[config.mk]
export PLATFORM = sky130hd
export DESIGN_NAME = cspgc_ctrl
export DESIGN_NICKNAME = d
export VERILOG_FILES = /design/src/cspgc_pkg.sv /design/src/cspgc_ctrl.sv /design/src/cspgc_pin_ctl.sv /design/src/cspgc_status_flags.sv
export VERILOG_INCLUDE_DIRS = /design/src
export SDC_FILE = /design/constraint.sdc
export NUM_CORES = 1
export LEC_CHECK = 0
export BUFFER_PORTS_ARGS = -buffer_cell sky130_fd_sc_hd__buf_4
export CAP_MARGIN = 0
export CORE_MARGIN = 2
export CORE_UTILIZATION = 42
export CTS_CLUSTER_DIAMETER = 100
export DETAILED_ROUTE_END_ITERATION = 10
export PLACE_DENSITY_LB_ADDON = 0.08
export SETUP_SLACK_MARGIN = 0.05
export SLEW_MARGIN = 20
export SYNTH_ARGS = -nofsm -noshare
export SYNTH_HDL_FRONTEND = slang
export SYNTH_HIERARCHICAL = 1
export SYNTH_SLANG_ARGS = --single-unit
export TNS_END_PERCENT = 5
[constraint.sdc]
create_clock -name clk_sys -period 3.1 [get_ports clk_sys]
set_input_delay 0.155 -clock clk_sys [delete_from_list [all_inputs] [get_ports clk_sys]]
set_output_delay 0.155 -clock clk_sys [all_outputs]
set_load 0.02 [all_outputs]
[src/cspgc_params.svh]
// Register map, reset values and field positions of the charger control block.
// Included by the control, status-flag and host-model modules; the package and pin module do not include it.
// Overview of operation
// - Auto-clear set: reading a status register clears its event flags and interrupt.
// - Auto-clear off: flags stay set until a 1 is written to the clear register.
// - Over-temperature cut bit: enabled junction flag clears the converter enable.
// - NTC protect bit: pins one and two pulled low while the thermistor limit is exceeded.
// - NTC cut bit: enabled thermistor flag at limit clears the converter enable.
// - Bits 4 and 5 pick passive, half-active or, both clear, active rectification.
// - Both rectifier bits written as one are forced back to 00b.
// - Over-voltage cut bit: enabled flag at clamp trip clears the converter enable.
// - Upper bit 0 enables the step-down converter; reset value 1.
// - Soft reset bit restores all registers at the next stop; it reads as 0.
// - Auto-increment bit, default 1, steps the pointer after each data byte.
// - Upper bits 7:4 reset to 1, bit 3 to 0; software writes them as 0.
// - Output bit 1 leaves the open-drain pin floating, 0 pulls it low.
// - Pins one and two pulled low by control bit 0 OR protection request.
// - Bits 4 to 7 enable input buffers; levels show only while enabled.
// - Auto-clear never touches the live input-ok and charger-input levels.
`ifndef CSPGC_PARAMS_SVH
`define CSPGC_PARAMS_SVH
`define CSPGC_OFF_STAT_LO   8'h00
`define CSPGC_OFF_STAT_HI   8'h01
`define CSPGC_OFF_CLR_LO    8'h02
`define CSPGC_OFF_CLR_HI    8'h03
`define CSPGC_OFF_IRQ_EN    8'h04
`define CSPGC_OFF_SYS_LO    8'h05
`define CSPGC_OFF_SYS_HI    8'h06
`define CSPGC_OFF_PIN_CTL   8'h07
`define CSPGC_OFF_PIN_IN    8'h08
`define CSPGC_RST_SYS_LO    8'h80
`define CSPGC_RST_SYS_HI    8'hF5
`define CSPGC_RST_PIN_CTL   8'h0F
`define CSPGC_RST_IRQ_EN    8'h00
`define CSPGC_SYS_LO_WMASK  8'hFD
`define CSPGC_HI_FLAG_MASK  4'hD
`define CSPGC_DEV_ADDR      7'h2A
`define CSPGC_BYTE_BITS     4'h8
`define CSPGC_SL_OT_CUT     0
`define CSPGC_SL_NTC_PROT   2
`define CSPGC_SL_NTC_CUT    3
`define CSPGC_SL_PASSIVE    4
`define CSPGC_SL_HALF       5
`define CSPGC_SL_OV_CUT     6
`define CSPGC_SL_AUTO_CLR   7
`define CSPGC_SH_CONV_EN    0
`define CSPGC_SH_SOFT_RST   1
`define CSPGC_SH_AUTO_INC   2
`define CSPGC_ST_OT1        1
`define CSPGC_ST_OT2        2
`define CSPGC_ST_NTC_HI     5
`define CSPGC_STH_OVP       4
`define CSPGC_IE_OT1        0
`define CSPGC_IE_OT2        1
`define CSPGC_IE_NTC_HI     2
`define CSPGC_IE_OVP        6
`endif

[src/cspgc_pkg.sv]
// Types shared by the charger control modules.
// Assumes the constants header sits in the same folder.
`default_nettype none
package cspgc_pkg;
  typedef enum logic [2:0] {
    CSPGC_IDLE = 3'b000,
    CSPGC_DEV  = 3'b001,
    CSPGC_PTR  = 3'b010,
    CSPGC_WR   = 3'b011,
    CSPGC_ACK  = 3'b100,
    CSPGC_RD   = 3'b101,
    CSPGC_MACK = 3'b110
  } cspgc_state_t;
  typedef enum logic [1:0] {
    CSPGC_ACTIVE  = 2'b00,
    CSPGC_PASSIVE = 2'b01,
    CSPGC_HALFACT = 2'b10
  } cspgc_rect_t;
endpackage
`default_nettype wire

[src/cspgc_ctrl.sv]
// Control register bank of the receiver front end behind an I2C slave.
// Assumes SCL and SDA are already synchronous to clk_sys and sampled often enough.
`timescale 1ns/1ps
`include "cspgc_params.svh"
`default_nettype none
module cspgc_ctrl
  import cspgc_pkg::*;
#(
  parameter logic [6:0] DEV_ADDR = `CSPGC_DEV_ADDR,
  parameter int         N_PINS   = 4
) (
  // Clock and reset
  input  wire logic              clk_sys,
  input  wire logic              rst_b,
  // I2C pins
  input  wire logic              scl_i,
  input  wire logic              sda_i,
  output logic                   sda_o,
  output logic                   sda_oe_n,
  // Event and level sources
  input  wire logic [7:1]        evt_lo,
  input  wire logic [4:1]        evt_hi,
  input  wire logic              input_ok_level,
  input  wire logic              charger_input_level,
  input  wire logic              ntc_hot,
  input  wire logic              clamp_trip,
  // Converter and rectifier control, and interrupt output
  output logic                   converter_enable,
  output cspgc_rect_t            rect_mode,
  output logic                   irq_n,
  // General-purpose pins
  input  wire logic [N_PINS-1:0] pad_i,
  output logic      [N_PINS-1:0] pad_o,
  output logic      [N_PINS-1:0] pad_oe_n
);
  cspgc_state_t state_q;
  cspgc_state_t nxt_q;
  logic         scl_q;
  logic         sda_q;
  logic [7:0]   shreg_q;
  logic [3:0]   cnt_q;
  logic         mack_q;
  logic [7:0]   ptr_q;
  logic         wr_stb_q;
  logic [7:0]   wr_addr_q;
  logic [7:0]   wr_data_q;
  logic [7:0]   sys_lo_q;
  logic [7:0]   sys_hi_q;
  logic [7:0]   pin_ctl_q;
  logic [7:0]   irq_en_q;
  logic         soft_reset_pend_q;
  logic         soft_rst_q;
  logic         scl_rise;
  logic         scl_fall;
  logic         start_c;
  logic         stop_c;
  logic         byte_done;
  logic         rd_load;
  logic         ptr_step;
  logic [7:0]   rd_data;
  logic [7:0]   status_low;
  logic [7:0]   status_high;
  logic [N_PINS-1:0] pin_level;
  logic         cut;
  logic         protect_low;
  logic         auto_inc;

  // Bus conditions
  assign scl_rise  = scl_i && !scl_q;
  assign scl_fall  = !scl_i && scl_q;
  assign start_c   = scl_i && scl_q && sda_q && !sda_i;
  assign stop_c    = scl_i && scl_q && !sda_q && sda_i;
  assign byte_done = scl_fall && cnt_q == `CSPGC_BYTE_BITS;
  assign rd_load   = scl_fall && ((state_q == CSPGC_ACK && nxt_q == CSPGC_RD) ||
                                  (state_q == CSPGC_MACK && mack_q));
  assign ptr_step  = rd_load || (state_q == CSPGC_WR && byte_done);
  assign auto_inc  = sys_hi_q[`CSPGC_SH_AUTO_INC];

  always_ff @(posedge clk_sys) begin
    if (!rst_b) begin
      scl_q <= 1'b1;
      sda_q <= 1'b1;
    end else begin
      scl_q <= scl_i;
      sda_q <= sda_i;
    end
  end

  // Byte engine; a start anywhere restarts address phase
  always_ff @(posedge clk_sys) begin
    if (!rst_b) begin
      state_q <= CSPGC_IDLE;
      nxt_q   <= CSPGC_IDLE;
      shreg_q <= 8'h00;
      cnt_q   <= 4'h0;
      mack_q  <= 1'b0;
    end else if (start_c) begin
      state_q <= CSPGC_DEV;
      cnt_q   <= 4'h0;
    end else if (stop_c) begin
      state_q <= CSPGC_IDLE;
    end else begin
      case (state_q)
        CSPGC_DEV, CSPGC_PTR, CSPGC_WR: begin
          if (scl_rise) begin
            shreg_q <= {shreg_q[6:0], sda_i};
            cnt_q   <= cnt_q + 4'h1;
          end else if (byte_done) begin
            cnt_q <= 4'h0;
            if (state_q != CSPGC_DEV) begin
              state_q <= CSPGC_ACK;
              nxt_q   <= CSPGC_WR;
            end else if (shreg_q[7:1] == DEV_ADDR) begin
              state_q <= CSPGC_ACK;
              nxt_q   <= shreg_q[0] ? CSPGC_RD : CSPGC_PTR;
            end else begin
              state_q <= CSPGC_IDLE;
            end
          end
        end
        CSPGC_ACK: begin
          if (scl_fall) begin
            state_q <= nxt_q;
            cnt_q   <= 4'h0;
            if (nxt_q == CSPGC_RD) begin
              shreg_q <= rd_data;
            end
          end
        end
        CSPGC_RD: begin
          if (scl_fall) begin
            shreg_q <= {shreg_q[6:0], 1'b0};
            cnt_q   <= cnt_q + 4'h1;
            if (cnt_q == 4'h7) begin
              state_q <= CSPGC_MACK;
              cnt_q   <= 4'h0;
            end
          end
        end
        CSPGC_MACK: begin
          if (scl_rise) begin
            mack_q <= !sda_i;
          end else if (scl_fall) begin
            state_q <= mack_q ? CSPGC_RD : CSPGC_IDLE;
            if (mack_q) begin
              shreg_q <= rd_data;
            end
          end
        end
        default: begin
          state_q <= state_q;
        end
      endcase
    end
  end

  // Open-drain: only ever pulls low
  assign sda_o    = 1'b0;
  assign sda_oe_n = !(state_q == CSPGC_ACK || (state_q == CSPGC_RD && !shreg_q[7]));

  // Write strobe carries the address in force before the pointer steps
  always_ff @(posedge clk_sys) begin
    if (!rst_b) begin
      wr_stb_q  <= 1'b0;
      wr_addr_q <= 8'h00;
      wr_data_q <= 8'h00;
    end else begin
      wr_stb_q  <= state_q == CSPGC_WR && byte_done;
      wr_addr_q <= ptr_q;
      wr_data_q <= shreg_q;
    end
  end

  always_ff @(posedge clk_sys) begin
    if (!rst_b || soft_rst_q) begin
      ptr_q <= 8'h00;
    end else if (state_q == CSPGC_PTR && byte_done) begin
      ptr_q <= shreg_q;
    end else if (ptr_step && auto_inc) begin
      ptr_q <= ptr_q + 8'h01;
    end
  end

  // Soft reset waits for the stop so the current transfer ends cleanly
  always_ff @(posedge clk_sys) begin
    if (!rst_b) begin
      soft_reset_pend_q <= 1'b0;
      soft_rst_q  <= 1'b0;
    end else begin
      soft_rst_q <= soft_reset_pend_q && stop_c;
      if (soft_rst_q) begin
        soft_reset_pend_q <= 1'b0;
      end else if (wr_stb_q && wr_addr_q == `CSPGC_OFF_SYS_HI && wr_data_q[`CSPGC_SH_SOFT_RST]) begin
        soft_reset_pend_q <= 1'b1;
      end
    end
  end

  always_ff @(posedge clk_sys) begin
    if (!rst_b || soft_rst_q) begin
      sys_lo_q <= `CSPGC_RST_SYS_LO;
    end else if (wr_stb_q && wr_addr_q == `CSPGC_OFF_SYS_LO) begin
      sys_lo_q <= wr_data_q & `CSPGC_SYS_LO_WMASK;
      if (wr_data_q[`CSPGC_SL_PASSIVE] && wr_data_q[`CSPGC_SL_HALF]) begin
        sys_lo_q[`CSPGC_SL_PASSIVE] <= 1'b0;
        sys_lo_q[`CSPGC_SL_HALF]    <= 1'b0;
      end
    end
  end

  // Protective cut beats a software write of the enable in the same cycle
  assign cut = (sys_lo_q[`CSPGC_SL_OT_CUT] &&
                ((status_low[`CSPGC_ST_OT1] && irq_en_q[`CSPGC_IE_OT1]) ||
                 (status_low[`CSPGC_ST_OT2] && irq_en_q[`CSPGC_IE_OT2]))) ||
               (sys_lo_q[`CSPGC_SL_NTC_CUT] && ntc_hot &&
                status_low[`CSPGC_ST_NTC_HI] && irq_en_q[`CSPGC_IE_NTC_HI]) ||
               (sys_lo_q[`CSPGC_SL_OV_CUT] && clamp_trip &&
                status_high[`CSPGC_STH_OVP] && irq_en_q[`CSPGC_IE_OVP]);

  always_ff @(posedge clk_sys) begin
    if (!rst_b || soft_rst_q) begin
      sys_hi_q <= `CSPGC_RST_SYS_HI;
    end else begin
      if (wr_stb_q && wr_addr_q == `CSPGC_OFF_SYS_HI) begin
        sys_hi_q <= {wr_data_q[7:2], 1'b0, wr_data_q[0]};
      end
      if (cut) begin
        sys_hi_q[`CSPGC_SH_CONV_EN] <= 1'b0;
      end
    end
  end

  always_ff @(posedge clk_sys) begin
    if (!rst_b || soft_rst_q) begin
      pin_ctl_q <= `CSPGC_RST_PIN_CTL;
      irq_en_q  <= `CSPGC_RST_IRQ_EN;
    end else if (wr_stb_q) begin
      if (wr_addr_q == `CSPGC_OFF_PIN_CTL) begin
        pin_ctl_q <= wr_data_q;
      end
      if (wr_addr_q == `CSPGC_OFF_IRQ_EN) begin
        irq_en_q <= wr_data_q;
      end
    end
  end

  always_comb begin
    case (ptr_q)
      `CSPGC_OFF_STAT_LO:  rd_data = status_low;
      `CSPGC_OFF_STAT_HI:  rd_data = status_high;
      `CSPGC_OFF_IRQ_EN:   rd_data = irq_en_q;
      `CSPGC_OFF_SYS_LO:   rd_data = sys_lo_q;
      `CSPGC_OFF_SYS_HI:   rd_data = sys_hi_q;
      `CSPGC_OFF_PIN_CTL:  rd_data = pin_ctl_q;
      `CSPGC_OFF_PIN_IN:   rd_data = {4'h0, pin_level[3:0]};
      default:             rd_data = 8'h00;
    endcase
  end

  assign converter_enable = sys_hi_q[`CSPGC_SH_CONV_EN];
  assign rect_mode        = cspgc_rect_t'({sys_lo_q[`CSPGC_SL_HALF], sys_lo_q[`CSPGC_SL_PASSIVE]});
  assign protect_low      = sys_lo_q[`CSPGC_SL_NTC_PROT] && ntc_hot;

  cspgc_status_flags u_flags (
    .clk_sys             (clk_sys),
    .rst_b               (rst_b),
    .soft_rst            (soft_rst_q),
    .evt_lo              (evt_lo),
    .evt_hi              (evt_hi),
    .input_ok_level      (input_ok_level),
    .charger_input_level (charger_input_level),
    .irq_en              (irq_en_q),
    .clr_wr_lo           (wr_stb_q && wr_addr_q == `CSPGC_OFF_CLR_LO),
    .clr_wr_hi           (wr_stb_q && wr_addr_q == `CSPGC_OFF_CLR_HI),
    .wr_data             (wr_data_q),
    .rd_stb              (rd_load),
    .rd_addr             (ptr_q),
    .auto_clear_on_read  (sys_lo_q[`CSPGC_SL_AUTO_CLR]),
    .status_low          (status_low),
    .status_high         (status_high),
    .irq_n               (irq_n)
  );

  cspgc_pin_ctl #(
    .N_PINS (N_PINS),
    .N_PROT (2)
  ) u_pins (
    .clk_sys             (clk_sys),
    .rst_b               (rst_b),
    .pin_drive_bit       (pin_ctl_q[N_PINS-1:0]),
    .pin_input_buffer_en (pin_ctl_q[N_PINS+3:4]),
    .protect_low         (protect_low),
    .pad_i               (pad_i),
    .pad_o               (pad_o),
    .pad_oe_n            (pad_oe_n),
    .pin_input_level     (pin_level)
  );

  property p_ot_cut;
    @(posedge clk_sys) disable iff (!rst_b)
      sys_lo_q[0] && status_low[1] && irq_en_q[0] && !soft_rst_q |=> !converter_enable;
  endproperty
  a_ot_cut: assert property (p_ot_cut) else $error("over-temperature cut missed");

  property p_no_cut;
    @(posedge clk_sys) disable iff (!rst_b)
      !cut && !soft_rst_q && !(wr_stb_q && wr_addr_q == 8'h06) |=> $stable(converter_enable);
  endproperty
  a_no_cut: assert property (p_no_cut) else $error("converter changed without cause");

  property p_ntc_cut;
    @(posedge clk_sys) disable iff (!rst_b)
      sys_lo_q[3] && ntc_hot && status_low[5] && irq_en_q[2] && !soft_rst_q |=> !converter_enable;
  endproperty
  a_ntc_cut: assert property (p_ntc_cut) else $error("thermistor cut missed");

  property p_ov_cut;
    @(posedge clk_sys) disable iff (!rst_b)
      sys_lo_q[6] && clamp_trip && status_high[4] && irq_en_q[6] && !soft_rst_q |=> !converter_enable;
  endproperty
  a_ov_cut: assert property (p_ov_cut) else $error("over-voltage cut missed");

  property p_rect_excl;
    @(posedge clk_sys) disable iff (!rst_b)
      wr_stb_q && wr_addr_q == 8'h05 && wr_data_q[5:4] == 2'b11 |=> rect_mode == CSPGC_ACTIVE;
  endproperty
  a_rect_excl: assert property (p_rect_excl) else $error("both rectifier bits kept");

  property p_soft_rst;
    @(posedge clk_sys) disable iff (!rst_b)
      soft_reset_pend_q && stop_c |=> ##1 sys_lo_q == 8'h80 && sys_hi_q == 8'hF5 && pin_ctl_q == 8'h0F;
  endproperty
  a_soft_rst: assert property (p_soft_rst) else $error("soft reset did not restore");

  property p_ptr_step;
    @(posedge clk_sys) disable iff (!rst_b)
      ptr_step && !soft_rst_q && !(state_q == CSPGC_PTR) |=>
        ptr_q == ($past(auto_inc) ? $past(ptr_q) + 8'h01 : $past(ptr_q));
  endproperty
  a_ptr_step: assert property (p_ptr_step) else $error("pointer step wrong");
endmodule
`default_nettype wire

[src/cspgc_pin_ctl.sv]
// Open-drain general-purpose pins with protection override and input buffers.
// Assumes pad inputs are synchronous to clk_sys.
`timescale 1ns/1ps
`default_nettype none
module cspgc_pin_ctl
  import cspgc_pkg::*;
#(
  parameter int N_PINS = 4,
  parameter int N_PROT = 2
) (
  // Clock and reset
  input  wire logic              clk_sys,
  input  wire logic              rst_b,
  // Control
  input  wire logic [N_PINS-1:0] pin_drive_bit,
  input  wire logic [N_PINS-1:0] pin_input_buffer_en,
  input  wire logic              protect_low,
  // Pads
  input  wire logic [N_PINS-1:0] pad_i,
  output logic      [N_PINS-1:0] pad_o,
  output logic      [N_PINS-1:0] pad_oe_n,
  output logic      [N_PINS-1:0] pin_input_level
);
  assign pad_o = '0;

  for (genvar i = 0; i < N_PINS; i++) begin : g_pin
    logic pull;
    logic oe_n_q;
    logic lvl_q;
    // Protection can only pull low, never release a pin held by software
    assign pull = !pin_drive_bit[i] || (i < N_PROT && protect_low);
    always_ff @(posedge clk_sys) begin
      if (!rst_b) begin
        oe_n_q <= 1'b1;
        lvl_q  <= 1'b0;
      end else begin
        oe_n_q <= !pull;
        lvl_q  <= pin_input_buffer_en[i] && pad_i[i];
      end
    end
    assign pad_oe_n[i]        = oe_n_q;
    assign pin_input_level[i] = lvl_q;

    property p_pull;
      @(posedge clk_sys) disable iff (!rst_b)
        (!pin_drive_bit[i] || (i < N_PROT && protect_low)) |=> !pad_oe_n[i];
    endproperty
    a_pull: assert property (p_pull) else $error("pin not pulled low");
  end
endmodule
`default_nettype wire

[src/cspgc_status_flags.sv]
// Event flags, hidden charger-input latch and interrupt output.
// Assumes event inputs are synchronous levels; strobes last one cycle.
`timescale 1ns/1ps
`include "cspgc_params.svh"
`default_nettype none
module cspgc_status_flags
  import cspgc_pkg::*;
(
  // Clock and reset
  input  wire logic       clk_sys,
  input  wire logic       rst_b,
  input  wire logic       soft_rst,
  // Event and level sources
  input  wire logic [7:1] evt_lo,
  input  wire logic [4:1] evt_hi,
  input  wire logic       input_ok_level,
  input  wire logic       charger_input_level,
  // Register side
  input  wire logic [7:0] irq_en,
  input  wire logic       clr_wr_lo,
  input  wire logic       clr_wr_hi,
  input  wire logic [7:0] wr_data,
  input  wire logic       rd_stb,
  input  wire logic [7:0] rd_addr,
  input  wire logic       auto_clear_on_read,
  output logic      [7:0] status_low,
  output logic      [7:0] status_high,
  output logic            irq_n
);
  logic [7:1] lo_q;
  logic [4:1] hi_q;
  logic [7:1] evt_lo_q;
  logic [4:1] evt_hi_q;
  logic       ta_q;
  logic       ta_lat_q;
  logic       irq_n_q;
  logic       rd_lo;
  logic       rd_hi;
  logic [7:1] clr_lo;
  logic [4:1] clr_hi;
  logic [7:1] mask_lo;
  logic [4:1] mask_hi;

  assign rd_lo   = rd_stb && auto_clear_on_read && rd_addr == `CSPGC_OFF_STAT_LO;
  assign rd_hi   = rd_stb && auto_clear_on_read && rd_addr == `CSPGC_OFF_STAT_HI;
  assign clr_lo  = (clr_wr_lo ? wr_data[7:1] : 7'h00) | {7{rd_lo}};
  assign clr_hi  = (clr_wr_hi ? wr_data[4:1] : 4'h0) | {4{rd_hi}};
  assign mask_lo = {irq_en[4], irq_en[3], irq_en[2], irq_en[1], irq_en[0], irq_en[1], irq_en[0]};
  assign mask_hi = {irq_en[6], irq_en[5], 1'b0, 1'b0};

  always_ff @(posedge clk_sys) begin
    if (!rst_b || soft_rst) begin
      evt_lo_q <= 7'h00;
      evt_hi_q <= 4'h0;
      ta_q     <= 1'b0;
    end else begin
      evt_lo_q <= evt_lo;
      evt_hi_q <= evt_hi;
      ta_q     <= charger_input_level;
    end
  end

  // New edges win over a clear in the same cycle
  always_ff @(posedge clk_sys) begin
    if (!rst_b || soft_rst) begin
      lo_q     <= 7'h00;
      hi_q     <= 4'h0;
      ta_lat_q <= 1'b0;
    end else begin
      lo_q     <= (evt_lo & ~evt_lo_q) | (lo_q & ~clr_lo);
      hi_q     <= ((evt_hi & ~evt_hi_q) | (hi_q & ~clr_hi)) & `CSPGC_HI_FLAG_MASK;
      ta_lat_q <= (charger_input_level ^ ta_q) | (ta_lat_q & ~(rd_hi | (clr_wr_hi & wr_data[0])));
    end
  end

  always_ff @(posedge clk_sys) begin
    if (!rst_b || soft_rst) begin
      irq_n_q <= 1'b1;
    end else begin
      irq_n_q <= ~(|(lo_q & mask_lo) | |(hi_q & mask_hi) | (ta_lat_q & irq_en[7]));
    end
  end

  // Live levels bypass the latches entirely
  assign status_low  = {lo_q, input_ok_level};
  assign status_high = {3'b000, hi_q, charger_input_level};
  assign irq_n       = irq_n_q;

  property p_auto_clear;
    @(posedge clk_sys) disable iff (!rst_b || soft_rst)
      rd_lo && !soft_rst |=> lo_q == ($past(evt_lo) & ~$past(evt_lo_q));
  endproperty
  a_auto_clear: assert property (p_auto_clear) else $error("flags not cleared by read");

  property p_hold;
    @(posedge clk_sys) disable iff (!rst_b || soft_rst)
      !auto_clear_on_read && !clr_wr_lo && lo_q[1] |=> lo_q[1];
  endproperty
  a_hold: assert property (p_hold) else $error("flag lost without clear");
endmodule
`default_nettype wire
== Word-level counts from Yosys, hierarchy flattened ==
Index checks and enable logic that the tools add are counted.
Cells by class
  add/subtract/negate cells: 2
  multipliers: 0
  divide/modulo/power cells: 0
  order comparisons: 0
  equality and inequality tests: 41
  shift-type cells: 0
  mux-type cells: 38
  bitwise operators: 28
  reduce and logical (&&, ||, !) cells: 80
Operators by type and width (count)
  two-way mux 8 bit: 9
  == test 8 x 3 -> 1 bit, second input constant: 8
  case mux 8 bit (7 select lines): 1
  logical AND 1 bit: 39
  two-way mux 3 bit: 13
  case mux 8 bit (4 select lines): 1
  inequality test 4 bit, second input constant: 7
  two-way mux 4 bit: 6
  AND 7 bit: 3
  inequality test 2 bit, second input constant: 9
  == test 8 x 2 -> 1 bit, second input constant: 2
  AND reduction 8 bit: 2
  inverter 7 bit: 2
  OR 7 bit: 2
  AND 4 bit: 3
  == test 3 bit, second input constant: 4
  case mux 3 bit (4 select lines): 1
  case mux 4 bit (3 select lines): 1
  zero test 1 bit: 11
  AND reduction 10 bit: 1
  logical OR 1 bit: 9
  adder 8 x 1 -> 8 bit, second input constant: 1
  == test 8 x 1 -> 1 bit, second input constant: 1
  == test 8 x 4 -> 1 bit, second input constant: 1
  31 further kinds: 52
Storage, ports and cells
  register bits after elaboration: 111
  bits in latches: 0
  bits in writable memories: 0
  memory bits (read-only): 0
  bits of input ports: 23
  output and inout port bits: 14
  logic and storage cells: 224
  memories: 0

== Depth between registers and ports, before layout ==
Gate-level depths: netlist of run 1.
  word-level depth: 10
  gate-level depth with buffers: 9
  mapped depth without buffers: 7

== Modules after synthesis ==
The synthesis of run 1 kept the hierarchy.
Modules (own cells, without submodules)
  cspgc_ctrl: times used 1, cells an instance 454, area each 3982.6 um^2, seq. area each 1561.5 um^2
  cspgc_status_flags: times used 1, cells an instance 103, area each 887.1 um^2, seq. area each 460.4 um^2
  cspgc_pin_ctl: times used 1, cells an instance 31, area each 309.0 um^2, seq. area each 160.2 um^2

== Least setup slack after synthesis of run 1 ==
OpenSTA, ideal clock, no wires.
  kind: register to register
  start: register nxt_q[0]
  end: register u_flags/lo_q[1] in the netlist's numbering
  library setup time: 0.135 ns
  data arrival time: 1.890 ns
  data required time: 2.965 ns
  setup slack: 1.076 ns
  cell stages (with the launch flop): 6
  buffers on the path: 0
  period minus slack after synthesis: 2.024 ns
  cell sequence: dfxtp_1 > nor4bb_1 > o211a_1 > or4b_4 > o41ai_4 > o22ai_1
Between the ends
  longest elaborated chain between the ends: 10
Ends and longest elaborated chain
  start, declared: line cspgc_ctrl.sv:37  | cspgc_state_t nxt_q;
  start signal, assigned: line cspgc_ctrl.sv:115  | nxt_q <= shreg_q[0] ? CSPGC_RD : CSPGC_PTR;
  == test 3 bit: line cspgc_ctrl.sv:74  | assign rd_load = scl_fall && ((state_q == CSPGC_ACK && nxt_q == CSPGC_RD) ||
  logical AND 1 bit: line cspgc_ctrl.sv:74
  logical OR 1 bit: line cspgc_ctrl.sv:74
  logical AND 1 bit: line cspgc_ctrl.sv:74
  net rd_load: line cspgc_ctrl.sv:58  | logic rd_load;
  logical AND 1 bit: line cspgc_status_flags.sv:44  | assign rd_lo = rd_stb && auto_clear_on_read && rd_addr == `CSPGC_OFF_STAT_LO;
  logical AND 1 bit (no source line)
  OR 7 bit: line cspgc_status_flags.sv:46  | assign clr_lo = (clr_wr_lo ? wr_data[7:1] : 7'h00) | {7{rd_lo}};
  inverter 7 bit: line cspgc_status_flags.sv:70  | lo_q <= (evt_lo & ~evt_lo_q) | (lo_q & ~clr_lo);
  AND 7 bit: line cspgc_status_flags.sv:70
  OR 7 bit: line cspgc_status_flags.sv:70
  end signal, assigned: line cspgc_status_flags.sv:70
  end, declared: line cspgc_status_flags.sv:30  | logic [7:1] lo_q;
The timed path passes the listed nets, and every way through them passes these cells.
A chain may end at the register's enable or synchronous reset.

== Final worst setup path of run 1 ==
  start: register state_q[2]
  end: register u_flags/lo_q[4] in the netlist's numbering
Between the ends
  longest elaborated chain between the ends: 10
  elaborated cells on any way between the ends: 12
  classes of those cells: eq/ne (2); bitwise (4); reduce/logical (6)
Ends and longest elaborated chain
  start, declared: line cspgc_ctrl.sv:36  | cspgc_state_t state_q;
  start signal, assigned: line cspgc_ctrl.sv:123  | state_q <= nxt_q;
  start signal, assigned: line cspgc_ctrl.sv:144  | state_q <= mack_q ? CSPGC_RD : CSPGC_IDLE;
  start signal, assigned: line cspgc_ctrl.sv:151  | state_q <= state_q;
  == test 3 bit, on equally long branches: line cspgc_ctrl.sv:74, cspgc_ctrl.sv:75
  logical AND 1 bit, on equally long branches: line cspgc_ctrl.sv:74, cspgc_ctrl.sv:75
  logical OR 1 bit *: line cspgc_ctrl.sv:74
  logical AND 1 bit *: line cspgc_ctrl.sv:74
  net rd_load: line cspgc_ctrl.sv:58
  logical AND 1 bit *: line cspgc_status_flags.sv:44
  logical AND 1 bit (no source line) *
  OR 7 bit *: line cspgc_status_flags.sv:46
  inverter 7 bit *: line cspgc_status_flags.sv:70
  AND 7 bit *: line cspgc_status_flags.sv:70
  OR 7 bit *: line cspgc_status_flags.sv:70
Mark *: on every way through the listed nets, which the timed path passes. The rest lies on a longest branch.

==> summary.md, run 1 <==
| Metric | Value |
|---|---|
| Outcome | `complete, no violations` |
| Area Growth Syn to Fin | `10.85%` |
| Placed insts | `731` |
| Crit path kind | `flop to flop` |
| Syn Inst Count | `slightly below 600` |
| Pleak | `about 2.3 nW` |
| F_max | `slightly below 0.4 GHz` |
| FF-to-FF End | `u_flags/lo_q[4]` |
| Setup bufs post-CTS | `0` |
| Clk buf depth | `2` |
| Antenna Cells | `0` |
| GPL Wtd Cong | `about 0.86` |
| Initial antenna violation count | `0` |
| Num Clock Sinks | `109` |
| Final Setup Violations | `0` |
| Yosys cell types | `72` |
| Synth area leaders | `dfxtp_1 (42%), mux2i_1 (6.6%), nand2_1 (5.4%)` |
| Clock skew | `0.01223 ns` |
| Seq/Total Area, Yosys | `0.4214` |
| Via count | `around 4300` |
| Post-synth EDFFs | `0` |
| Die W | `115.0 µm` |
| Routed Antenna Nets | `0` |
| Initial core utilization | `0.4311` |
| DRC | `0` |
| HP Start | `evt_lo[5]` |
| Wire length per cell | `18.46 µm` |
| Synth top area share | `0.4214` |
| Core region area | `0.01201 mm²` |
| Port bufs | `30` |
| Min-delay worst type | `primary input to flop` |
| Ys async rst share | `0` |
| Crit path required time | `approximately 3.3 ns` |
| Multi-input logic area | `0.002610 mm²` |
| Layout cells sized above 1 | `0.1301` |
| Max-slew violation count | `0` |
| Primary FF master, synth | `dfxtp_1` |
| Worst slew pin tran | `roughly 0.9 ns` |
| Crit. Startpoint | `state_q[2]` |
| R2R setup slack | `0.54 ns` |
| Initial DRC count | `261` |
| Mapped Area | `0.005179 mm²` |
| Final Core Density | `0.4779` |
| Congestion Overflow GR | `0` |
| Min cycle time layout | `2.563 ns` |
| Die area | `0.01323 mm²` |
| Data arrival, critical path | `approximately 2.8 ns` |
| Reg2reg path depth | `5` |
| Post-route insts no fill | `754` |
| # nets final | `631` |
| Worst reg2reg startpoint | `state_q[2]` |
| FF+latch count, synth | `109` |
| CTS tree | `done` |
| Global Route Usage Sum | `0.2229` |
| MaxCap Viol Count | `0` |
| RSZ-0062 raised after global routing | `no` |
| Pwr/cell area | `472.5 mW/mm²` |
| CP max FO | `13` |
| Fillers | `between 1000 and 1500` |
| DRT Wirelength | `13.92 mm` |
| Peak VDD IR | `322.3 µV` |
| Skew-Pair Late Insertion Delay | `0.36 ns` |
| Startpoint Class | `flop` |
| First-pass GRT wire length | `22.40 mm` |
| Vias in the first global route | `roughly 4100` |
| Worst Setup End Kind | `flop` |
| Largest net degree at the start of global routing | `47` |
| H-Tree Depth | `3` |
| I/O Pins | `37` |
| Most frequent cell after synthesis | `dfxtp_1` |
| Ratio of final minimum period to clock period | `0.8267` |
| Post-CTS Resized | `0` |
| Hold slack final | `0.01074 ns` |
| End of the critical path | `u_flags/lo_q[4]` |
| Relative slew slack | `0.4102` |
| Storage element area | `0.002182 mm²` |
| Synth top cells by count | `dfxtp_1 (109), nand2_1 (74), mux2i_1 (34)` |
| Mapped Avg Cell Area | `8.807 µm²` |
| Syn. warnings | `6` |
| DPL Wire Length | `9.825 mm` |
| Root buffer cell | `clkbuf_16` |
| Fin. Hold Viols | `0` |
| Area leader, netlist | `dfxtp_1` |
| Drt via density | `5.642` |
| Total Neg Setup Slack | `0 ns` |
| Worst-path clk slew | `0.08 ns` |
| Drt pass-1 iters | `5` |
| CTS Hold Buffers Added | `7` |
| # rows | `40` |
| Total CTS buffers | `9` |
| Die Y | `between 100 and 150 µm` |
per-layer routing:
| layer | share of wire | routed length, µm | up-vias | global-route usage |
|---|---|---|---|---|
| li1 | - | - | 2075 | - |
| met1 | 0.47 | 6608 | 2049 | 0.3074 |
| met2 | 0.45 | 6260 | 116 | 0.3451 |
| met3 | 0.061 | 847 | 14 | 0.05271 |
| met4 | 0.015 | 205 | 0 | 0.07309 |
| met5 | 0 | 0 | - | 0 |
layout make-up:
type | count | area share
clock inverters | 7 | 0.009154
well taps | 147 | 0.03204
inverters | 27 | 0.01765
clock buffers | 9 | 0.03923
multi-input cells | 406 | 0.4547
flip-flops and latches | 109 | 0.3801
repair buffers | 49 | 0.06713
flip-flops by register name, indices dropped and copies added (netlist names), 7 cells and up:
signal / flops
sys_lo_q: 7
shreg_q: 8
wr_addr_q: 8
sys_hi_q: 7
u_flags/lo_q: 7
wr_data_q: 8
ptr_q: 8
pin_ctl_q: 8
u_flags/evt_lo_q: 7
irq_en_q: 8
metrics by stage:
| stage | power, mW | cell area, µm² | setup WS (ns) |
|---|---|---|---|
| 4_1_cts | 2.745 | 5741 | 0.5682 |
| 2_1_floorplan | 1.592 | 5201 | 1.076 |
| 6_report | 2.713 | 5741 | 0.5373 |
| 3_3_place_gp | 1.645 | 5393 | 0.6139 |
| 3_5_place_dp | 1.648 | 5393 | 0.5746 |
| 5_1_grt | 2.821 | 5741 | 0.3846 |
power breakdown:
| part | switching, mW | internal (mW) | leakage, nW |
|---|---|---|---|
| sequential | 0.0328 | 1.43 | 0.886 |
| clock | 0.541 | 0.548 | 0.135 |
| combinational | 0.0923 | 0.0695 | 1.26 |
placed cells by master (no fill, tap or decap), types with 4 or more instances in the layout:
cell	netlist	final
xnor2_1	4	4
clkinv_4	0	4
nor4_1	4	4
mux2i_1	34	34
and2_1	17	17
nor2b_1	7	7
or3_1	6	6
dlygate4sd3_1	0	7
conb_1	3	9
nor3_1	5	5
o21ai_1	9	9
o21ai_0	21	21
nand4_1	5	5
nor2_1	29	29
ha_1	6	6
inv_1	27	27
a22oi_1	8	8
nand3b_1	6	6
o22ai_1	13	13
dfxtp_1	109	109
a21oi_1	23	23
nand3_1	20	20
nor2_2	8	8
nand2_1	74	74
buf_4	21	42
a31oi_1	10	10
and3_1	5	5
nand2b_1	14	14
a22o_1	4	4
clkbuf_16	0	9
kinds of logic (layout without fill, tap and decap cells):
family                   count (synthesis)  after routing  share of synthesized area
AO/OA/AOI/OAI                          127            127                     0.1715
XOR/XNOR                                 6              6                    0.01015
adder cells (fa/ha/maj)                  6              6                    0.01450
buffers and inverters                   79             92                    0.07900
flip-flops                             109            109                     0.4214
multiplexers                            36             36                    0.07007
other                                    3              9                   0.002174
AND/OR/NAND/NOR                        222            222                     0.2312
worst min path at each step:
| stage | end | slack, ns | depth (start not counted) |
|---|---|---|---|
| finish | u_flags/evt_lo_q[5] | 0.01 | 3 |
| global route | u_pins/g_pin[2].lvl_q | 0.01 | 2 |
| CTS | u_flags/evt_lo_q[5] | 0.002 | 3 |
| detailed placement | u_flags/evt_hi_q[3] | 0.36 | 3 |
| global placement | u_flags/evt_hi_q[3] | 0.36 | 3 |
| floorplan | u_pins/g_pin[2].oe_n_q | 0.23 | 1 |
worst max-delay path, cell delays in order (launching register included):
cell and delay [ns]:
dfxtp_1 0.52, nor2b_1 0.33, o211a_1 0.29, or4b_4 0.53, o41ai_4 0.57, o22ai_1 0.19
(Power assumes the default switching activity.)
==> run 2, diff against run 1 <==
==> constraint.sdc (replaced) <==
create_clock -name clk_sys -period 2.16 [get_ports clk_sys]
set_input_delay 0.108 -clock clk_sys [delete_from_list [all_inputs] [get_ports clk_sys]]
set_output_delay 0.108 -clock clk_sys [all_outputs]
set_load 0.02 [all_outputs]
==> summary.md, run 2 (synthesis results as in run 1) <==
| Metric | Value |
|---|---|
| Busiest grt layer | `met2 (unchanged)` |
| Pwr/cell area | `665.8 mW/mm² (was 472.5 mW/mm²)` |
| Crit. Startpoint | `nxt_q[1] (was state_q[2])` |
| Routed Antenna Nets | `0 (unchanged)` |
| Relative slew slack | `0.6348 (was 0.4102)` |
| Num Clock Sinks | `109 (unchanged)` |
| Clock share of power | `0.417 (was 0.401)` |
| Crit path kind | `flop to flop (unchanged)` |
| DRC | `0 (unchanged)` |
| Data arrival, critical path | `2.32 ns (was 2.78 ns)` |
| Max-slew violation count | `0 (unchanged)` |
| Initial core utilization | `0.4311 (unchanged)` |
| Post-route insts no fill | `787 (was 754)` |
| Seq pwr share | `0.519 (was 0.539)` |
| Global Route met3 Usage | `0.04586 (was 0.05271)` |
| Min cycle time layout | `2.071 ns (was 2.563 ns)` |
| Initial DRC count | `308 (was 261)` |
| Total CTS buffers | `9 (unchanged)` |
| Ratio of final minimum period to clock period | `0.9587 (was 0.8267)` |
| Outcome | `complete, no violations (unchanged)` |
| Crit path required time | `2.41 ns (was 3.32 ns)` |
| Pint | `3.083 mW (was 2.047 mW)` |
| Worst Hold Endpoint | `sda_q (was u_flags/evt_lo_q[5])` |
| Antenna Cells | `0 (unchanged)` |
| NetSw | `955.2 µW (was 666.0 µW)` |
| Global Route Usage Sum | `0.2220 (was 0.2229)` |
| Most frequent cells in the layout | `dfxtp_1 (106), nand2_1 (74), buf_4 (67) (was dfxtp_1 (109), nand2_1 (74), buf_4 (42))` |
| Drt pass-1 iters | `5 (unchanged)` |
| First-pass GRT wire length | `22.33 mm (was 22.40 mm)` |
| Root buffer cell | `clkbuf_16 (unchanged)` |
| Pleak | `2.467 nW (was 2.282 nW)` |
| Final Setup Violations | `0 (unchanged)` |
| DRT Wirelength | `13.93 mm (was 13.92 mm)` |
| Layout cells sized above 1 | `0.1703 (was 0.1301)` |
| Die W | `115.0 µm (unchanged)` |
| Crit-path cells | `nor4bb_4, o211a_1, or4b_4, o41ai_4, buf_6, o22ai_2 (was nor2b_1, o211a_1, or4b_4, o41ai_4, o22ai_1)` |
| FF-to-FF End | `u_flags/lo_q[2] (was u_flags/lo_q[4])` |
| Clk buf depth | `2 (unchanged)` |
| R2R setup slack | `0.09 ns (was 0.54 ns)` |
| Initial antenna violation count | `0 (unchanged)` |
| CTS tree | `done (unchanged)` |
| Startpoint Class | `flop (unchanged)` |
| Placed cell areas | `0.005573 mm² (was 0.005393 mm²)` |
| Reg2reg path depth | `6 (was 5)` |
| Largest net degree at the start of global routing | `33 (was 47)` |
| CP max FO | `7 (was 13)` |
| Die area | `0.01323 mm² (unchanged)` |
| Core region area | `0.01201 mm² (unchanged)` |
| H-Tree Depth | `3 (unchanged)` |
| I/O Pins | `37 (unchanged)` |
| Cell count of the worst hold path | `2 (was 3)` |
| # nets final | `665 (was 631)` |
| HP Start | `sda_i (was evt_lo[5])` |
| Port bufs | `30 (unchanged)` |
| Congestion Overflow GR | `0 (unchanged)` |
| Via count | `4324 (was 4254)` |
| Drt via density | `5.494 (was 5.642)` |
| M2 GR Usage | `0.3541 (was 0.3451)` |
| Grt met1 use | `0.3056 (was 0.3074)` |
| Worst slew pin tran | `0.5477 ns (was 0.8782 ns)` |
| MaxCap Viol Count | `0 (unchanged)` |
| Worst-path clk slew | `0.07 ns (was 0.08 ns)` |
| Placed insts | `755 (was 731)` |
| Worst reg2reg startpoint | `nxt_q[1] (was state_q[2])` |
| Sw frac | `0.2365 (was 0.2455)` |
| GPL Wtd Cong | `0.8727 (was 0.8647)` |
| Wire length per cell | `17.70 µm (was 18.46 µm)` |
| Commonest non-fill, non-tap cell in the layout | `dfxtp_1 (unchanged)` |
| Post-Layout Inst Area | `0.006066 mm² (was 0.005741 mm²)` |
| Worst Setup End Kind | `flop (unchanged)` |
| RSZ-0062 raised after global routing | `yes (was no)` |
| Critical path's slowest cell | `or4b_4 (was o41ai_4)` |
| # rows | `40 (unchanged)` |
| Fillers | `1184 (was 1206)` |
| Slowest stage delay, CP | `0.51 ns (was 0.57 ns)` |
| Clock skew | `0.01269 ns (was 0.01223 ns)` |
| Die Y | `115.0 µm (unchanged)` |
| Area Growth Syn to Fin | `17.13% (was 10.85%)` |
| Min-delay worst type | `primary input to flop (unchanged)` |
| DPL Wire Length | `10.13 mm (was 9.825 mm)` |
| Logic gate share of total power | `0.064 (was 0.060)` |
| Skew-Pair Late Insertion Delay | `0.36 ns (about the same)` |
| Fin. Hold Viols | `0 (unchanged)` |
| F_max | `0.4829 GHz (was 0.3902 GHz)` |
| Peak VDD IR | `510.7 µV (was 322.3 µV)` |
| Vias in the first global route | `4123 (was 4135)` |
[run 2: cell types whose count changed in the layout (fill, tap and decap cells not counted), sizes merged]
cell	change
buf	+26
bufinv	+1
clkbuf	+1
clkinv	-5
clkinvlp	-1
dlygate4sd3	+8
inv	+3
[run 2: worst max path at each step]
stage | end | slack [ns] | cells after the start
floorplan | u_flags/lo_q[1] | 0.14 | 5
global route | u_flags/lo_q[2] | 0.02 | 6
finish | u_flags/lo_q[2] | 0.09 | 6
global placement | u_flags/lo_q[2] | 0.1 | 6
CTS | u_flags/lo_q[2] | 0.05 | 6
detailed placement | u_flags/lo_q[2] | -0.02 | 6
[run 2: layer usage]
metal | vias up | share of wire
li1 | 2138 | -
met1 | 2072 | 0.48
met2 | 103 | 0.46
met3 | 11 | 0.049
met4 | 0 | 0.011
met5 | - | 0
[run 2: worst max-delay path: cells and delay by family, from the launching register on]
kind | cells | cell delay (ns)
AOI/OAI and AO/OA | 3 | 0.64
buffers and inverters | 1 | 0.17
DFF | 1 | 0.34
and+or+nand+nor | 2 | 0.81
[run 2: power groups by stage]
| stage | Sequential, mW | Clock (mW) | Combinational (mW) |
|---|---|---|---|
| final | 2.09 | 1.68 | 0.259 |
| after global routing | 2.10 | 1.82 | 0.286 |
| after CTS | 2.09 | 1.74 | 0.259 |
| after detailed placement | 2.14 | 0 | 0.234 |
| after global placement | 2.14 | 0 | 0.232 |
| after floorplan | 2.12 | 0 | 0.164 |
[run 2: final cells by class]
| type | instances | area (µm²) | share of cell area |
|---|---|---|---|
| multi-input combinational | 406 | 2634 | 0.4342 |
| timing repair buffer | 83 | 664.4 | 0.1095 |
| inverter | 27 | 101.3 | 0.01671 |
| clock inverter | 5 | 67.56 | 0.01114 |
| sequential | 109 | 2186 | 0.3604 |
| tap | 147 | 183.9 | 0.03032 |
| clock buffer | 10 | 229.0 | 0.03775 |
[run 2: metrics by stage]
step	worst slack, ns	hold WS, ns	power [mW]	setup TNS (ns)	util
global route	0.02247	0.01933	4.204	0	0.5050
global placement	0.09571	0.3103	2.373	0	0.4640
CTS	0.05284	0.004236	4.093	0	0.5045
floorplan	0.1357	0.1811	2.285	0	-
detailed placement	-0.02403	0.3149	2.375	-0.03762	0.4640
finish	0.08915	0.01653	4.038	0	0.5050
[run 2: what timing repair did]
action | in CTS | in global routing
hold endpoints to repair | 15 | 0
buffers inserted | 2 | 0
hold buffers | 15 | 0
endpoints found under the setup margin | 7 | 9
gates resized for setup | 6 | 2
pin swaps | 2 | 0
==> run 3, diff against run 2 <==
--- a/config.mk
+++ b/config.mk
@@ -6,6 +6,7 @@
 export SDC_FILE = /design/constraint.sdc
 export NUM_CORES = 1
 export LEC_CHECK = 0
+export ABC_AREA = 1
 export BUFFER_PORTS_ARGS = -buffer_cell sky130_fd_sc_hd__buf_4
 export CAP_MARGIN = 0
 export CORE_MARGIN = 2
==> summary.md, run 3 <==
| Metric | Value |
|---|---|
| Outcome | `complete, no violations (unchanged)` |
| Yosys cell types | `41 (was 72)` |
| Commonest non-fill, non-tap cell in the layout | `nand2_1 (was dfxtp_1)` |
| Initial DRC count | `300 (was 308)` |
| Most frequent cells in the layout | `nand2_1 (240), nor2_1 (113), dfxtp_1 (109) (was dfxtp_1 (106), nand2_1 (74), buf_4 (67))` |
| Pre-CTS setup slack | `0.2801 ns (was -0.02403 ns)` |
| Num Clock Sinks | `109 (unchanged)` |
| Synth top area share | `0.3951 (was 0.4214)` |
| Global Route Usage Sum | `0.2100 (was 0.2220)` |
| Fillers | `1351 (was 1184)` |
| Routed Antenna Nets | `0 (unchanged)` |
| Initial antenna violation count | `0 (unchanged)` |
| Root buffer cell | `clkbuf_16 (unchanged)` |
| Worst Setup End Kind | `flop (unchanged)` |
| Largest net degree at the start of global routing | `33 (unchanged)` |
| Crit-path cells | `inv_1, ha_1, nand2_1, nor2_1, inv_1, nor2_1, nor2_1, nand2_1, nand2_1, nand2_1, nand2_1, inv_1 (was nor4bb_4, o211a_1, or4b_4, o41ai_4, buf_6, o22ai_2)` |
| Storage element area | `0.002182 mm² (was 0.002186 mm²)` |
| Crit path kind | `flop to flop (unchanged)` |
| Die Y | `118.7 µm (was 115.0 µm)` |
| Skew-Pair Late Insertion Delay | `0.35 ns (was 0.36 ns)` |
| Total Neg Setup Slack | `0 ns (unchanged)` |
| DRC | `0 (unchanged)` |
| RSZ-0062 raised after global routing | `no (was yes)` |
| Die W | `118.7 µm (was 115.0 µm)` |
| Wire length per cell | `13.99 µm (was 17.70 µm)` |
| Crit. Startpoint | `ptr_q[0] (was nxt_q[1])` |
| Peak VDD IR | `421.6 µV (was 510.7 µV)` |
| Relative slew slack | `0.6621 (was 0.6348)` |
| Syn. warnings | `6 (unchanged)` |
| Clock skew | `0.008053 ns (was 0.01269 ns)` |
| I/O Pins | `37 (unchanged)` |
| Primary FF master, synth | `dfxtp_1 (unchanged)` |
| Vias in the first global route | `4700 (was 4123)` |
| GPL Wtd Cong | `0.8827 (was 0.8727)` |
| Min cycle time layout | `1.841 ns (was 2.071 ns)` |
| Fin. Hold Viols | `0 (unchanged)` |
| Die area | `0.01408 mm² (was 0.01323 mm²)` |
| Final Setup Violations | `0 (unchanged)` |
| Pwr/cell area | `773.6 mW/mm² (was 665.8 mW/mm²)` |
| Core region area | `0.01272 mm² (was 0.01201 mm²)` |
| Data arrival, critical path | `2.15 ns (was 2.32 ns)` |
| Port bufs | `30 (unchanged)` |
| Crit. path cell count | `12 (was 6)` |
| Worst setup margin | `0.3189 ns (was 0.08915 ns)` |
| Cell mode on critical path | `nand2_1` |
| Ratio of final minimum period to clock period | `0.8523 (was 0.9587)` |
| Worst-path clk slew | `0.07 ns (about the same)` |
| Area Growth Syn to Fin | `13.62% (was 17.13%)` |
| Mapped Avg Cell Area | `6.646 µm² (was 8.807 µm²)` |
| Slowest stage delay, CP | `0.39 ns (was 0.51 ns)` |
| Synth area leaders | `dfxtp_1 (40%), nand2_1 (16%), nor2_1 (7.7%) (was dfxtp_1 (42%), mux2i_1 (6.6%), nand2_1 (5.4%))` |
| # nets final | `895 (was 665)` |
| Congestion Overflow GR | `0 (unchanged)` |
| CP top delay family | `simple AND/OR/NAND/NOR gates (unchanged)` |
| Final Core Density | `0.4932 (was 0.5050)` |
| DPL Wire Length | `10.94 mm (was 10.13 mm)` |
| # rows | `41 (was 40)` |
| H-Tree Depth | `3 (unchanged)` |
| Worst slew pin tran | `0.5062 ns (was 0.5477 ns)` |
| Initial core utilization | `0.4341 (was 0.4311)` |
| CTS tree | `done (unchanged)` |
| Critical path's slowest cell | `dfxtp_1 (was or4b_4)` |
| Multi-input logic area | `0.002666 mm² (was 0.002634 mm²)` |
| DRT Wirelength | `14.59 mm (was 13.93 mm)` |
| F_max | `0.5432 GHz (was 0.4829 GHz)` |
| Crit path required time | `2.46 ns (was 2.41 ns)` |
| Max-slew violation count | `0 (unchanged)` |
| Antenna Cells | `0 (unchanged)` |
| Most frequent cell after synthesis | `nand2_1 (was dfxtp_1)` |
| FF+latch count, synth | `109 (unchanged)` |
| Worst reg2reg startpoint | `ptr_q[0] (was nxt_q[1])` |
| First-pass GRT wire length | `23.40 mm (was 22.33 mm)` |
| Seq/Total Area, Yosys | `0.3951 (was 0.4214)` |
| Worst Path Buf+Inv | `3 (was 1)` |
| MaxCap Viol Count | `0 (unchanged)` |
| Drt pass-1 iters | `6 (was 5)` |
| Post-synth EDFFs | `0 (unchanged)` |
| Syn Inst Count | `831 (was 588)` |
| Min-delay worst type | `primary input to flop (unchanged)` |
| FF-to-FF End | `shreg_q[6] (was u_flags/lo_q[2])` |
| Clk buf depth | `2 (unchanged)` |
| End of the critical path | `shreg_q[6] (was u_flags/lo_q[2])` |
| Startpoint Class | `flop (unchanged)` |
| Drt via density | `4.839 (was 5.494)` |
| Synth top cells by count | `nand2_1 (240), nor2_1 (113), dfxtp_1 (109) (was dfxtp_1 (109), nand2_1 (74), mux2i_1 (34))` |
| Reg2reg path depth | `12 (was 6)` |
| Total CTS buffers | `9 (unchanged)` |
| Layout cells sized above 1 | `0.1171 (was 0.1703)` |
| CP max FO | `8 (was 7)` |
| Mapped Area | `0.005523 mm² (was 0.005179 mm²)` |
| Via count | `5047 (was 4324)` |
| Area leader, netlist | `dfxtp_1 (unchanged)` |
| Pleak | `3.056 nW (was 2.467 nW)` |
| R2R setup slack | `0.32 ns (was 0.09 ns)` |
| Ys async rst share | `0 (unchanged)` |
## run 3: tightest hold or removal path: stages
cell,delay [ns]
buf_4,0.18
nand2_1,0.08
inv_1,0.03
## run 3: worst min path at each step
| stage | start | to | slack, ns | depth (start not counted) |
|---|---|---|---|---|
| global route | rst_b | wr_data_q[2] | 0.1 | 3 |
| floorplan | rst_b | u_pins/g_pin[2].oe_n_q | 0.18 | 1 |
| CTS | rst_b | wr_addr_q[0] | 0.08 | 3 |
| finish | rst_b | wr_addr_q[0] | 0.09 | 3 |
| detailed placement | sda_i | mack_q | 0.30 | 2 |
| global placement | sda_i | mack_q | 0.30 | 2 |
## run 3: routing by layer
| layer | track usage | part of all wire | up-vias |
|---|---|---|---|
| met5 | 0 | 0 | - |
| met4 | 0.06324 | 0.014 | 0 |
| met3 | 0.03475 | 0.038 | 14 |
| met2 | 0.3351 | 0.45 | 100 |
| met1 | 0.2904 | 0.50 | 2307 |
| li1 | - | - | 2626 |
## run 3: kinds of logic (layout without fill, tap and decap cells)
group / after synthesis / count (layout) / share of synthesized area
buffers and inverters: 154 / 188 / 0.1271
AND/OR/NAND/NOR: 436 / 436 / 0.3348
XOR/XNOR: 7 / 7 / 0.01110
adder cells (fa/ha/maj): 6 / 6 / 0.01359
flip-flops: 109 / 109 / 0.3951
AO/OA/AOI/OAI: 116 / 116 / 0.1162
other: 3 / 9 / 0.002039
## run 3: stage by stage
| step | area, µm² | instances | power, mW | hold slack, ns |
|---|---|---|---|---|
| floorplan | 5545 | 837 | 2.958 | 0.1767 |
| finish | 6275 | 1043 | 4.854 | 0.09154 |
| CTS | 6270 | 1043 | 4.898 | 0.08166 |
| global route | 6275 | 1043 | 5.128 | 0.09569 |
| detailed placement | 5801 | 1010 | 3.189 | 0.3041 |
| global placement | 5801 | 1010 | 3.174 | 0.2962 |
## run 3: cell type report
type / count / area share
Clock buffer: 9 / 0.03589
Clock inverter: 7 / 0.01176
Inverter: 114 / 0.06919
Multi-Input combinational cell: 574 / 0.4249
Sequential cell: 109 / 0.3478
Tap cell: 172 / 0.03430
Timing Repair Buffer: 58 / 0.07617
## run 3: power by group
group	internal, mW	switching (mW)
Clock	0.906	0.780
Combinational	0.309	0.581
Sequential	2.13	0.144
Total	3.35	1.51
## run 3: what timing repair did
item,CTS,global route
setup buffers,0,0
endpoints found under the setup margin,0,2
resized for setup,0,1
hold endpoints to repair,18,0
hold buffers,17,0
